===== config.mk =====
export PLATFORM = sky130hd
export DESIGN_NAME = tsm_sequencer
export DESIGN_NICKNAME = d
export VERILOG_FILES = /design/src/logic/tsm_pkg.sv /design/src/logic/tsm_sequencer.sv /design/src/logic/tsm_persist_filter.sv
export SDC_FILE = /design/constraint.sdc
export NUM_CORES = 1
export LEC_CHECK = 0
export BUFFER_PORTS_ARGS = -buffer_cell sky130_fd_sc_hd__buf_2
export CORE_ASPECT_RATIO = 0.6
export CORE_MARGIN = 3
export CORE_UTILIZATION = 50
export CTS_BUF_LIST = sky130_fd_sc_hd__clkbuf_16
export DETAILED_ROUTE_END_ITERATION = 6
export PLACE_DENSITY = 0.85
export SKIP_CTS_REPAIR_TIMING = 1
export SYNTH_ARGS = -nofsm -noshare
export SYNTH_HDL_FRONTEND = slang
export SYNTH_SLANG_ARGS = --single-unit

===== constraint.sdc =====
create_clock -name sys_clk_in -period 5.15 [get_ports sys_clk_in]
set_input_delay 0.7725 -clock sys_clk_in [delete_from_list [all_inputs] [get_ports sys_clk_in]]
set_output_delay 0.7725 -clock sys_clk_in [all_outputs]
set_load 0.02 [all_outputs]

===== src/logic/tsm_pkg.sv =====
// Shared constants and types of the termination supply mode sequencer
package tsm_pkg;
	// Clock and timing
	localparam int CLK_PERIOD_NS = 8;
	localparam int T_PG_DELAY_US = 10000;
	localparam int T_RETRY_US = 100000;
	localparam int T_OC_LIMIT_US = 10000;
	localparam int T_OVUV_FILTER_NS = 20000;
	localparam int PG_DELAY_CYC = T_PG_DELAY_US * 1000 / CLK_PERIOD_NS;
	localparam int RETRY_CYC = T_RETRY_US * 1000 / CLK_PERIOD_NS;
	localparam int OC_LIMIT_CYC = T_OC_LIMIT_US * 1000 / CLK_PERIOD_NS;
	localparam int OVUV_FILTER_CYC = T_OVUV_FILTER_NS / CLK_PERIOD_NS;
	localparam int TIMER_W = 24;
	localparam int RATE_W = 4;

	// Register map, byte addresses
	localparam int ADDR_W = 8;
	localparam logic [ADDR_W-1:0] ADDR_CTRL = 8'h00;
	localparam logic [ADDR_W-1:0] ADDR_STATUS = 8'h04;
	localparam logic [ADDR_W-1:0] ADDR_FAULT = 8'h08;
	localparam logic [ADDR_W-1:0] ADDR_RATE = 8'h0C;

	// Field positions
	localparam int CTRL_SUSPEND_REQUEST_N_BIT = 0;
	localparam int CTRL_NORETRY_BIT = 1;
	localparam int STATUS_PG_BIT = 4;
	localparam int STATUS_CONV_BIT = 5;
	localparam int STATUS_DISCH_BIT = 6;
	localparam int FAULT_OC_BIT = 0;
	localparam int FAULT_SHORT_BIT = 1;
	localparam int FAULT_OT_BIT = 2;
	localparam int FAULT_OVUV_BIT = 3;
	localparam int FAULT_W = 4;

	// Reset values and bus answers
	localparam logic [1:0] CTRL_RST = 2'h0;
	localparam logic [FAULT_W-1:0] FAULT_RST = 4'h0;
	localparam logic [RATE_W-1:0] RATE_RST = 4'h0;
	localparam logic [1:0] RESP_OKAY = 2'b00;
	localparam logic [1:0] RESP_SLVERR = 2'b10;

	typedef enum logic [2:0] {
		ST_OFF = 3'b000,
		ST_STANDBY = 3'b001,
		ST_POR_REL = 3'b010,
		ST_SOFT_START = 3'b011,
		ST_RUN = 3'b100,
		ST_FAULT_WAIT = 3'b101
	} tsm_state_t;
endpackage


===== src/logic/tsm_sequencer.sv =====
// Mode sequencer of the termination supply with an AXI4-Lite register port
// Functional notes
// - Run mode only with supply in range, both requests high, no fault.
// - Suspend low: standby, termination high impedance, reference on, converter off.
// - Power-off low: shutdown, all outputs off and discharged.
// - Discharge switches on only in shutdown.
// - Internal core supply and its reset supervisor off in shutdown.
// - Power-up with power-off asserted: nothing enabled, no ramp.
// - Power-up in standby: only core supply, bias and reference come up.
// - On release: drop internal reset, enable blocks, sample rate select.
// - After enabling, run a soft start toward regulation.
// - Soft start on every exit from standby, shutdown, recycle, retry.
// - Started without fault and in regulation: wait 10 ms, drive power-good low.
// - On a fault, release the open-drain power-good.
// - Control merges monitor alerts and requests into up/down commands.
// - Overcurrent, short, temperature, over/undervoltage monitors alert control.
// - Oscillator clocks logic; rate defaults to 1.0 MHz unless selected.
// - Over/undervoltage counted after 20 us; power-good only, outputs stay on.
// - Current limit 10 ms persistent: output off, retry after 100 ms.
// - Short circuit: output off at once, retry after 100 ms.
// - Over temperature: off until cooled, then 100 ms, then soft start.
//
// Local design decisions: register access over AXI4-Lite and the placing of the registers.
`timescale 1ns/1ps
`default_nettype none
module tsm_sequencer #(
	parameter logic [tsm_pkg::TIMER_W-1:0] PG_DELAY_CYC = tsm_pkg::TIMER_W'(tsm_pkg::PG_DELAY_CYC),
	parameter logic [tsm_pkg::TIMER_W-1:0] RETRY_CYC = tsm_pkg::TIMER_W'(tsm_pkg::RETRY_CYC),
	parameter logic [tsm_pkg::TIMER_W-1:0] OC_LIMIT_CYC = tsm_pkg::TIMER_W'(tsm_pkg::OC_LIMIT_CYC)
) (
	// Clock, reset, enable
	input wire logic sys_clk_in,
	input wire logic rst_n_in,
	input wire logic ce_in,
	// Host request pins
	input wire logic suspend_request_n_in,
	input wire logic power_off_request_n_in,
	output logic supply_ok_n_out,
	output logic supply_ok_n_oe_out,
	// Monitors
	input wire logic vin_ok_in,
	input wire logic at_regulation_in,
	input wire logic over_current_in,
	input wire logic short_circuit_in,
	input wire logic over_temp_in,
	input wire logic over_voltage_in,
	input wire logic under_voltage_in,
	input wire logic [tsm_pkg::RATE_W-1:0] switch_rate_select_in,
	// Power stage commands
	output logic internal_core_supply_en_out,
	output logic bias_en_out,
	output logic por_release_out,
	output logic converter_en_out,
	output logic soft_start_out,
	output logic termination_hiz_out,
	output logic reference_en_out,
	output logic discharge_en_out,
	output logic [tsm_pkg::RATE_W-1:0] switch_rate_out,
	// AXI4-Lite slave
	input wire logic [tsm_pkg::ADDR_W-1:0] s_axi_awaddr,
	input wire logic s_axi_awvalid,
	output logic s_axi_awready,
	input wire logic [31:0] s_axi_wdata,
	input wire logic [3:0] s_axi_wstrb,
	input wire logic s_axi_wvalid,
	output logic s_axi_wready,
	output logic [1:0] s_axi_bresp,
	output logic s_axi_bvalid,
	input wire logic s_axi_bready,
	input wire logic [tsm_pkg::ADDR_W-1:0] s_axi_araddr,
	input wire logic s_axi_arvalid,
	output logic s_axi_arready,
	output logic [31:0] s_axi_rdata,
	output logic [1:0] s_axi_rresp,
	output logic s_axi_rvalid,
	input wire logic s_axi_rready
);
	localparam int SYNC_W = 9 + tsm_pkg::RATE_W;

	function automatic logic reg_known(input logic [tsm_pkg::ADDR_W-1:0] a);
		reg_known = (a == tsm_pkg::ADDR_CTRL) || (a == tsm_pkg::ADDR_STATUS) ||
			(a == tsm_pkg::ADDR_FAULT) || (a == tsm_pkg::ADDR_RATE);
	endfunction

	////////////////////////////////////////////////////////////////////////////
	// Pin synchronisers
	logic [SYNC_W-1:0] sync1_reg;
	logic [SYNC_W-1:0] sync2_reg;
	logic [SYNC_W-1:0] sync1_next;
	logic [SYNC_W-1:0] sync2_next;
	logic sd_n_s, suspend_request_n_n_s, vin_s, reg_s, oc_s, short_s, ot_s, ov_s, uv_s;
	logic [tsm_pkg::RATE_W-1:0] rate_s;

	always_comb begin
		sync1_next = sync1_reg;
		sync2_next = sync2_reg;
		if (ce_in) begin
			sync1_next = {switch_rate_select_in, under_voltage_in, over_voltage_in, over_temp_in,
				short_circuit_in, over_current_in, at_regulation_in, vin_ok_in,
				suspend_request_n_in, power_off_request_n_in};
			sync2_next = sync1_reg;
		end
	end

	always_ff @(posedge sys_clk_in or negedge rst_n_in) begin
		if (!rst_n_in) begin
			sync1_reg <= '0;
			sync2_reg <= '0;
		end else begin
			sync1_reg <= sync1_next;
			sync2_reg <= sync2_next;
		end
	end

	assign {rate_s, uv_s, ov_s, ot_s, short_s, oc_s, reg_s, vin_s, suspend_request_n_n_s, sd_n_s} = sync2_reg;

	////////////////////////////////////////////////////////////////////////////
	// Monitor filters
	logic oc_expired;
	logic ovuv_fault;

	tsm_persist_filter #(.CNT_W(tsm_pkg::TIMER_W), .LIMIT(OC_LIMIT_CYC)) u_oc_timer (
		.sys_clk_in(sys_clk_in),
		.rst_n_in(rst_n_in),
		.ce_in(ce_in),
		.level_in(oc_s && converter_en_out),
		.expired_out(oc_expired)
	);

	tsm_persist_filter #(.CNT_W(tsm_pkg::TIMER_W), .LIMIT(tsm_pkg::TIMER_W'(tsm_pkg::OVUV_FILTER_CYC)))
		u_ovuv_filter (
		.sys_clk_in(sys_clk_in),
		.rst_n_in(rst_n_in),
		.ce_in(ce_in),
		.level_in(ov_s || uv_s),
		.expired_out(ovuv_fault)
	);

	////////////////////////////////////////////////////////////////////////////
	// Mode sequencer
	tsm_pkg::tsm_state_t state_reg, state_next;
	logic [tsm_pkg::TIMER_W-1:0] timer_reg, timer_next;
	logic [tsm_pkg::RATE_W-1:0] rate_reg, rate_next;
	logic pg_reg, pg_next;
	logic [1:0] ctrl_reg, ctrl_next;
	logic hard_fault, enabled_req;

	assign hard_fault = oc_expired || short_s || ot_s;
	assign enabled_req = sd_n_s && suspend_request_n_n_s && vin_s && !ctrl_reg[tsm_pkg::CTRL_SUSPEND_REQUEST_N_BIT];

	always_comb begin
		state_next = state_reg;
		timer_next = timer_reg;
		rate_next = rate_reg;
		pg_next = 1'b0;
		if (ce_in) begin
			if (!sd_n_s) begin
				state_next = tsm_pkg::ST_OFF;
			end else if (!enabled_req) begin
				state_next = tsm_pkg::ST_STANDBY;
			end else begin
				case (state_reg)
					tsm_pkg::ST_OFF, tsm_pkg::ST_STANDBY: begin
						state_next = tsm_pkg::ST_POR_REL;
					end
					tsm_pkg::ST_POR_REL: begin
						rate_next = rate_s;
						state_next = tsm_pkg::ST_SOFT_START;
					end
					tsm_pkg::ST_SOFT_START: begin
						if (hard_fault) begin
							state_next = tsm_pkg::ST_FAULT_WAIT;
						end else if (reg_s) begin
							state_next = tsm_pkg::ST_RUN;
						end
					end
					tsm_pkg::ST_RUN: begin
						if (hard_fault) begin
							state_next = tsm_pkg::ST_FAULT_WAIT;
						end else begin
							if (timer_reg < PG_DELAY_CYC) begin
								timer_next = timer_reg + 1'b1;
							end
							pg_next = (timer_reg >= PG_DELAY_CYC) && !ovuv_fault;
						end
					end
					tsm_pkg::ST_FAULT_WAIT: begin
						if (ot_s) begin
							timer_next = '0;
						end else if (timer_reg < RETRY_CYC - 1'b1) begin
							timer_next = timer_reg + 1'b1;
						end else if (!ctrl_reg[tsm_pkg::CTRL_NORETRY_BIT]) begin
							state_next = tsm_pkg::ST_SOFT_START;
						end
					end
					default: begin
						state_next = tsm_pkg::ST_OFF;
					end
				endcase
			end
			if (state_next != state_reg) begin
				timer_next = '0;
			end
		end else begin
			pg_next = pg_reg;
		end
	end

	always_ff @(posedge sys_clk_in or negedge rst_n_in) begin
		if (!rst_n_in) begin
			state_reg <= tsm_pkg::ST_OFF;
			timer_reg <= '0;
			rate_reg <= tsm_pkg::RATE_RST;
			pg_reg <= 1'b0;
		end else begin
			state_reg <= state_next;
			timer_reg <= timer_next;
			rate_reg <= rate_next;
			pg_reg <= pg_next;
		end
	end

	assign internal_core_supply_en_out = (state_reg != tsm_pkg::ST_OFF);
	assign bias_en_out = (state_reg != tsm_pkg::ST_OFF);
	assign por_release_out = (state_reg >= tsm_pkg::ST_POR_REL);
	assign converter_en_out = (state_reg == tsm_pkg::ST_SOFT_START) || (state_reg == tsm_pkg::ST_RUN);
	assign soft_start_out = (state_reg == tsm_pkg::ST_SOFT_START);
	assign termination_hiz_out = !converter_en_out;
	assign reference_en_out = (state_reg != tsm_pkg::ST_OFF);
	assign discharge_en_out = (state_reg == tsm_pkg::ST_OFF);
	assign switch_rate_out = rate_reg;
	assign supply_ok_n_out = 1'b0;
	assign supply_ok_n_oe_out = pg_reg;

	////////////////////////////////////////////////////////////////////////////
	// AXI4-Lite slave and registers
	logic aw_hold_reg, aw_hold_next, w_hold_reg, w_hold_next;
	logic [tsm_pkg::ADDR_W-1:0] awaddr_reg, awaddr_next;
	logic [31:0] wdata_reg, wdata_next;
	logic wstrb0_reg, wstrb0_next;
	logic bvalid_reg, bvalid_next, rvalid_reg, rvalid_next;
	logic [1:0] bresp_reg, bresp_next, rresp_reg, rresp_next;
	logic [31:0] rdata_reg, rdata_next;
	logic [tsm_pkg::FAULT_W-1:0] fault_reg, fault_next, fault_set;

	assign s_axi_awready = ce_in && !aw_hold_reg && !bvalid_reg;
	assign s_axi_wready = ce_in && !w_hold_reg && !bvalid_reg;
	assign s_axi_arready = ce_in && !rvalid_reg;
	assign fault_set = {ovuv_fault && (state_reg == tsm_pkg::ST_RUN), ot_s, short_s, oc_expired};

	always_comb begin
		aw_hold_next = aw_hold_reg;
		w_hold_next = w_hold_reg;
		awaddr_next = awaddr_reg;
		wdata_next = wdata_reg;
		wstrb0_next = wstrb0_reg;
		bvalid_next = bvalid_reg;
		bresp_next = bresp_reg;
		rvalid_next = rvalid_reg;
		rresp_next = rresp_reg;
		rdata_next = rdata_reg;
		ctrl_next = ctrl_reg;
		fault_next = fault_reg;
		if (ce_in) begin
			if (s_axi_awvalid && s_axi_awready) begin
				aw_hold_next = 1'b1;
				awaddr_next = s_axi_awaddr;
			end
			if (s_axi_wvalid && s_axi_wready) begin
				w_hold_next = 1'b1;
				wdata_next = s_axi_wdata;
				wstrb0_next = s_axi_wstrb[0];
			end
			if (aw_hold_reg && w_hold_reg) begin
				aw_hold_next = 1'b0;
				w_hold_next = 1'b0;
				bvalid_next = 1'b1;
				bresp_next = reg_known(awaddr_reg) ? tsm_pkg::RESP_OKAY : tsm_pkg::RESP_SLVERR;
				if (wstrb0_reg && awaddr_reg == tsm_pkg::ADDR_CTRL) begin
					ctrl_next = wdata_reg[1:0];
				end
				if (wstrb0_reg && awaddr_reg == tsm_pkg::ADDR_FAULT) begin
					fault_next = fault_reg & ~wdata_reg[tsm_pkg::FAULT_W-1:0];
				end
			end else if (s_axi_bready) begin
				bvalid_next = 1'b0;
			end
			// Set beats a same-cycle clear
			fault_next = fault_next | fault_set;
			if (s_axi_arvalid && s_axi_arready) begin
				rvalid_next = 1'b1;
				rresp_next = reg_known(s_axi_araddr) ? tsm_pkg::RESP_OKAY : tsm_pkg::RESP_SLVERR;
				case (s_axi_araddr)
					tsm_pkg::ADDR_CTRL: rdata_next = {30'h0000_0000, ctrl_reg};
					tsm_pkg::ADDR_STATUS: rdata_next = {25'h000_0000, discharge_en_out, converter_en_out,
						pg_reg, 1'b0, state_reg};
					tsm_pkg::ADDR_FAULT: rdata_next = {28'h000_0000, fault_reg};
					tsm_pkg::ADDR_RATE: rdata_next = {28'h000_0000, rate_reg};
					default: rdata_next = 32'h0000_0000;
				endcase
			end else if (s_axi_rready) begin
				rvalid_next = 1'b0;
			end
		end
	end

	always_ff @(posedge sys_clk_in or negedge rst_n_in) begin
		if (!rst_n_in) begin
			aw_hold_reg <= 1'b0;
			w_hold_reg <= 1'b0;
			awaddr_reg <= '0;
			wdata_reg <= '0;
			wstrb0_reg <= 1'b0;
			bvalid_reg <= 1'b0;
			bresp_reg <= tsm_pkg::RESP_OKAY;
			rvalid_reg <= 1'b0;
			rresp_reg <= tsm_pkg::RESP_OKAY;
			rdata_reg <= '0;
			ctrl_reg <= tsm_pkg::CTRL_RST;
			fault_reg <= tsm_pkg::FAULT_RST;
		end else begin
			aw_hold_reg <= aw_hold_next;
			w_hold_reg <= w_hold_next;
			awaddr_reg <= awaddr_next;
			wdata_reg <= wdata_next;
			wstrb0_reg <= wstrb0_next;
			bvalid_reg <= bvalid_next;
			bresp_reg <= bresp_next;
			rvalid_reg <= rvalid_next;
			rresp_reg <= rresp_next;
			rdata_reg <= rdata_next;
			ctrl_reg <= ctrl_next;
			fault_reg <= fault_next;
		end
	end

	assign s_axi_bvalid = bvalid_reg;
	assign s_axi_bresp = bresp_reg;
	assign s_axi_rvalid = rvalid_reg;
	assign s_axi_rresp = rresp_reg;
	assign s_axi_rdata = rdata_reg;
endmodule // tsm_sequencer
`default_nettype wire


===== src/logic/tsm_persist_filter.sv =====
// Persistence filter: output rises once the input has held for LIMIT cycles
`timescale 1ns/1ps
`default_nettype none
module tsm_persist_filter #(
	parameter int CNT_W = 24,
	parameter logic [CNT_W-1:0] LIMIT = 24'h00_0001
) (
	// Clock and reset
	input wire logic sys_clk_in,
	input wire logic rst_n_in,
	input wire logic ce_in,
	// Condition
	input wire logic level_in,
	output logic expired_out
);
	logic [CNT_W-1:0] cnt_reg;
	logic [CNT_W-1:0] cnt_next;
	logic expired_reg;
	logic expired_next;

	always_comb begin
		cnt_next = cnt_reg;
		expired_next = expired_reg;
		if (ce_in) begin
			// Any gap in the condition restarts the wait
			if (!level_in) begin
				cnt_next = '0;
				expired_next = 1'b0;
			end else if (cnt_reg < LIMIT - 1'b1) begin
				cnt_next = cnt_reg + 1'b1;
			end else begin
				expired_next = 1'b1;
			end
		end
	end

	always_ff @(posedge sys_clk_in or negedge rst_n_in) begin
		if (!rst_n_in) begin
			cnt_reg <= '0;
			expired_reg <= 1'b0;
		end else begin
			cnt_reg <= cnt_next;
			expired_reg <= expired_next;
		end
	end

	assign expired_out = expired_reg;
endmodule // tsm_persist_filter
`default_nettype wire


## After elaboration in Yosys (flattened, before gate mapping)

Cells that the tools add are included.
W data, S select, Z words.

| storage, ports and cells | value |
|---|---|
| register bits | 167 |
| bits of input ports | 73 |
| output and inout port bits | 55 |
| logic and storage cells | 158 |

| operators by class | value |
|---|---|
| add/subtract/negate cells | 3 |
| $lt $le $gt $ge | 6 |
| equal/unequal tests | 19 |
| mux-type cells | 44 |
| bitwise operators | 3 |
| reductions and logical operators | 61 |

Operators with widths:

| operator | count |
|---|---|
| $mux W24 | 11 |
| $add A24 B1 Y24 const B | 3 |
| $lt A24 B21 Y1 const B | 2 |
| $pmux W24 S2 | 1 |
| $eq A8 B4 Y1 const B | 4 |
| $pmux W7 S4 | 1 |
| $mux W3 | 9 |
| $ge A24 B21 Y1 const B | 1 |
| $lt A24 B12 Y1 const B | 1 |
| $lt A24 B24 Y1 const B | 1 |
| $reduce_and A2 Y1 | 12 |
| $logic_and A1 B1 Y1 | 17 |
| $eq A8 B3 Y1 const B | 2 |
| $logic_not A8 Y1 | 2 |
| $mux W1 | 16 |
| $pmux W3 S5 | 1 |
| $mux W4 | 3 |
| $reduce_bool A2 Y1 | 6 |
| $logic_or A1 B1 Y1 | 10 |
| $ne A2 B2 Y1 const B | 4 |
| $logic_not A1 Y1 | 7 |
| $reduce_and A7 Y1 | 1 |
| $eq A3 B2 Y1 const B | 2 |
| $eq A3 B3 Y1 const B | 2 |
| 14 further kinds | 17 |

## Logic depth before layout (Yosys ltp)

| logic depth | value |
|---|---|
| word-level depth | 10 |
| depth in mapped cells | 9 |
| mapped depth without buffers | 8 |

## Hierarchy

A second synthesis with hierarchy kept.

| second synthesis, totals | value |
|---|---|
| cells, all modules | 780 |
| area total of the unflattened synthesis | 7758.7 um^2 |

Modules (own cells, without submodules):

| module | instances | cells each | area an instance (um^2) | sequential area each (um^2) |
|---|---|---|---|---|
| tsm_sequencer | 1 | 467 | 4875.9 | 2252.2 |
| tsm_persist_filter at u_oc_timer | 1 | 178 | 1606.5 | 625.6 |
| tsm_persist_filter at u_ovuv_filter | 1 | 135 | 1276.2 | 625.6 |

## Worst setup path before layout

No wires, ideal clock.

| path | value |
|---|---|
| path kind | reg2reg |
| start | reg timer_reg[0] (netlist name) |
| end | reg timer_reg[3] (netlist name) |
| setup time | 122 ps |
| arrival time | 2314 ps |
| data required time | 5028 ps |
| slack | 2714 ps |
| stages on the path, launching flop included | 10 |
| path buffers | 1 |
| period minus slack after synthesis | 2436 ps |
| cell sequence | dfrtp_1 > ha_1 > and3_1 > a2111o_1 > a21oi_2 > o221ai_1 > a21o_1 > buf_2 > a22o_1 > a32o_1 |

| between the ends | value |
|---|---|
| word-level cells in the longest chain between the ends | 10 |
| elaborated cells on any way between the ends | 25 |
| classes of those cells | add/sub: 1; order compare: 2; eq/ne: 4; mux: 14; reduce/logical: 4 |

RTL lines:

| what | RTL line | source |
|---|---|---|
| start, declared | tsm_sequencer.sv:142 | `logic [tsm_pkg::TIMER_W-1:0] timer_reg, timer_next;` |
| start signal, assigned | tsm_sequencer.sv:217 | `timer_reg <= timer_next;` |
| $lt A24 B24 Y1 | tsm_sequencer.sv:190 | `end else if (timer_reg < RETRY_CYC - 1'b1) begin` |
| $mux W3 | tsm_sequencer.sv:190 |  |
| $mux W3 | tsm_sequencer.sv:188 | `if (ot_s) begin` |
| $pmux W3 S5 | tsm_sequencer.sv:162 | `case (state_reg)` |
| $mux W3 | tsm_sequencer.sv:159 | `end else if (!enabled_req) begin` |
| $mux W3 | tsm_sequencer.sv:157 | `if (!sd_n_s) begin` |
| $mux W3 | tsm_sequencer.sv:156 | `if (ce_in) begin` |
| $ne A3 B3 Y1 | tsm_sequencer.sv:201 | `if (state_next != state_reg) begin` |
| $ne A4 B4 Y1 (no line), or another cell as far along | - |  |
| $reduce_and A7 Y1 (no line) | - |  |

Parallel ways exist; a longest one is shown, timed or not. The select of a mux whose other input is x is not followed.
A chain may end at the register's enable or synchronous reset.

## Final worst setup path

| path | value |
|---|---|
| start | reg timer_reg[0] (netlist name) |
| end | reg timer_reg[23] (netlist name) |

The elaborated chain is that of the path after synthesis.

==> out/metrics.json <==
{
  "worst_setup_path": {
    "worst-setup-path-type": "reg -> reg",
    "worst_setup_path_end_kind": "flop",
    "startpoint_type": "flop",
    "cp_required_ns": 5.47,
    "crit_path_max_fanout": 22,
    "arrival_ns": 3.53
  },
  "logic_synthesis": {
    "synth-seq-cells": 140,
    "synth_enable_flop_cells": 0,
    "postSynth.topFlopCell": "sky130_fd_sc_hd__dfrtp_1",
    "synth_largest_type_area_fraction_pct": 49.0,
    "synthesis.area_sq_mm": 0.00715,
    "synthesis.instances": 706,
    "proportion_of_synthesized_flip_flops_having_asynchronous_set_or_reset_pct": 100,
    "netlist-cell-type-count": 66,
    "synth_area_leaders": "sky130_fd_sc_hd__dfrtp_1 (49%), sky130_fd_sc_hd__mux2_2 (7.2%), sky130_fd_sc_hd__nand2_1 (3.5%)",
    "syn_avg_cell_area_sq_um": 10.1,
    "yosysSeqAreaShare_pct": 49.0,
    "netlist.top_cell.by_area": "sky130_fd_sc_hd__dfrtp_1",
    "yosys_warnings": 0
  },
  "placement": {
    "post-dp-hpwl_mm": 10.9,
    "port_buffers": 68,
    "gpl.final_weighted_congestion": 0.866
  },
  "clock_network": {
    "clkSlewWorstSetupHoldPaths_ns": 0.06,
    "clkSinkCount": 140,
    "tritoncts": "built",
    "clock_insertion_delay_worst_skew_ns": 0.41,
    "cts_root_buf": "sky130_fd_sc_hd__clkbuf_16",
    "inserted_clock_buffers": 17,
    "ctsLongestPathBuffers": 2,
    "cts_htree_levels": 4
  },
  "route": {
    "detail_route.drc_violations": 0,
    "routed_wirelength_mm": 16.3,
    "vias_after_detailed_routing": 5503,
    "average_vias_per_placed_instance": 5.68,
    "post_route_antenna_net_violation_count": 0,
    "drt-initial-drc-count": 563,
    "number_of_optimization_iterations_in_the_first_detailed_route_pass": 5,
    "post_drt_wl_per_cell_um": 16.8
  },
  "cells_and_area": {
    "fillers": 1110,
    "fraction_of_final_layout_cells_sized_beyond_drive_strength_1_pct": 21.0,
    "layout_commonest_cell": "sky130_fd_sc_hd__dfrtp_1",
    "insertedDiodeCount": 0,
    "flow.area_growth_from_synthesis_pct": 13.3,
    "final_cell_mix": "sky130_fd_sc_hd__dfrtp_1 (140), sky130_fd_sc_hd__buf_2 (67), sky130_fd_sc_hd__nand2_1 (66), sky130_fd_sc_hd__nor2_1 (65), sky130_fd_sc_hd__mux2_2 (46)",
    "finalNetCount": 842
  },
  "die": {
    "design.portCount": 128,
    "area_of_the_die_sq_mm": 0.0158,
    "floorplan.die.width_um": 160,
    "floorplan.rows": 33,
    "coreArea_sq_mm": 0.0138,
    "floorplan.die.height_um": 98.6,
    "floorplan.initialDensity_pct": 51.7
  },
  "pwr": {
    "cellLeakagePower_nw": 3.67,
    "p_total_mw": 3.04,
    "vdd_drop_max_v": 0.000217,
    "power_density_mw_per_mm2": 375
  },
  "global_route": {
    "maximum_number_of_pins_on_one_net_before_global_route_repair": 79,
    "groute.usage.overall_pct": 20.9,
    "grt_antenna_before_repair": 0,
    "grt_first_pass_wirelength_mm": 26.8,
    "global_route.overflow_total": 0,
    "number_of_global_route_vias_before_repair": 5172
  },
  "hold_path": {
    "worstHoldPathType": "in -> async"
  },
  "sta": {
    "hold_viol_final": 0,
    "final_skew_ns": 0.00874,
    "timing.final.crit_period_ns": 3.21,
    "max_slew_margin_pct": 25.4,
    "worst_slew_pin_slew_ns": 1.12,
    "grt_setup_unrepaired": "false",
    "totalNegativeSetupSlack_ns": 0,
    "final-max-slew-violation-count": 0,
    "max_freq_ghz": 0.311,
    "min_period_over_period_pct": 62.4,
    "report.final.setup_viol": 0,
    "whs_ns": 0.378
  },
  "status": {
    "status": "finished, final reports clean"
  },
  "job": {
    "maxCapViolations": 0
  }
}
==> critical path: stages (launching register included) <==
cell and delay [ns]:
sky130_fd_sc_hd__dfrtp_1 0.41, sky130_fd_sc_hd__ha_1 0.23, sky130_fd_sc_hd__and3_1 0.25, sky130_fd_sc_hd__a2111o_1 0.48, sky130_fd_sc_hd__a21oi_2 0.21, sky130_fd_sc_hd__o21ai_1 0.25
sky130_fd_sc_hd__a21oi_2 0.88, sky130_fd_sc_hd__a22oi_1 0.19, sky130_fd_sc_hd__o21ai_1 0.22
==> per-layer routing <==
layer | vias to the layer above | wire length (um) | global-route usage [%]
met2 | 271 | 6630 | 28.6
met1 | 2632 | 8090 | 32.6
li1 | 2575 | - | -
met4 | 0 | 182 | 5.73
met5 | - | 0 | 0
met3 | 25 | 1370 | 5.54
==> path summary, 6_finish.rpt <==
kind                                      from                  endpoint  slack [ns]  cells after the start
min in group sys_clk_in         s_axi_rdata[6]            s_axi_rdata[6]        0.48                      2
max in group asynchronous             rst_n_in              fault_reg[2]        3.53                      2
worst min register to register  s_axi_rdata[6]            s_axi_rdata[6]        0.48                      2
worst max register to register    timer_reg[0]             timer_reg[23]        1.94                      8
worst min-delay path                  rst_n_in  u_ovuv_filter.cnt_reg[2]        0.38                      1
worst max-delay path              timer_reg[0]             timer_reg[23]        1.94                      8
==> cell type report <==
| type | count | area (sq um) | share of cell area [%] |
|---|---|---|---|
| flip-flops and latches | 140 | 3500 | 43.2 |
| multi-input cells | 511 | 3320 | 40.9 |
| clock buffers | 17 | 425 | 5.25 |
| repair buffers | 72 | 377 | 4.65 |
| well taps | 192 | 240 | 2.96 |
| clock inverters | 14 | 155 | 1.91 |
| inverters | 23 | 86.3 | 1.07 |
==> Yosys cell counts, drive strengths merged, types with 2 or more instances <==
| master | instances |
|---|---|
| or2 | 3 |
| ha | 4 |
| o21a | 2 |
| nand3b | 2 |
| o221ai | 2 |
| a21oi | 21 |
| and2 | 11 |
| nor2 | 65 |
| buf | 39 |
| or3 | 8 |
| a311o | 2 |
| a21o | 4 |
| a211oi | 5 |
| a32o | 3 |
| dfrtp | 140 |
| nand2b | 7 |
| a22o | 10 |
| mux2 | 46 |
| clkbuf | 20 |
| mux2i | 15 |
| a31oi | 9 |
| nand2 | 67 |
| and4 | 7 |
| nor2b | 19 |
| and3 | 9 |
| nand4 | 13 |
| nor3 | 16 |
| nor4 | 9 |
| nand3 | 33 |
| xnor2 | 8 |
| or4 | 3 |
| mux4 | 2 |
| o2bb2ai | 2 |
| a2bb2oi | 2 |
| inv | 23 |
| a211o | 2 |
| xor2 | 13 |
| and4b | 2 |
| o31ai | 5 |
| o211ai | 2 |
| o21ai | 24 |
| a22oi | 16 |
==> logic make-up (layout without fill, tap and decap cells) <==
kind of cell	count (synthesis)	in the layout	synth area share [%]
AOI/OAI and AO/OA	117	117	12.0
other	1	28	0.0524
xor gates and xnor gates	21	21	2.57
buffers and inverters	82	126	6.16
adders and majority gates	4	4	0.700
DFF	140	140	49.0
muxes	63	63	9.97
and+or+nand+nor	278	278	19.5
==> power breakdown <==
part	switching, mW	leakage, nW	total (mW)	internal [mW]
logic	0.295	1.55	0.513	0.218
registers	0.0994	1.84	1.32	1.22
clock network	0.460	0.277	1.21	0.750
==> metrics by stage <==
step / instance area, sq um / utilization (%) / instances / worst slack [ns]
after floorplan: 7250 / - / 733 / 2.71
after global placement: 7520 / 54.4 / 938 / 2.13
after detailed placement: 7520 / 54.4 / 938 / 2.04
after CTS: 8100 / 58.6 / 969 / 1.95
after global routing: 8100 / 58.6 / 969 / 1.68
final: 8100 / 58.6 / 969 / 1.94
(Power assumes the default switching activity.)
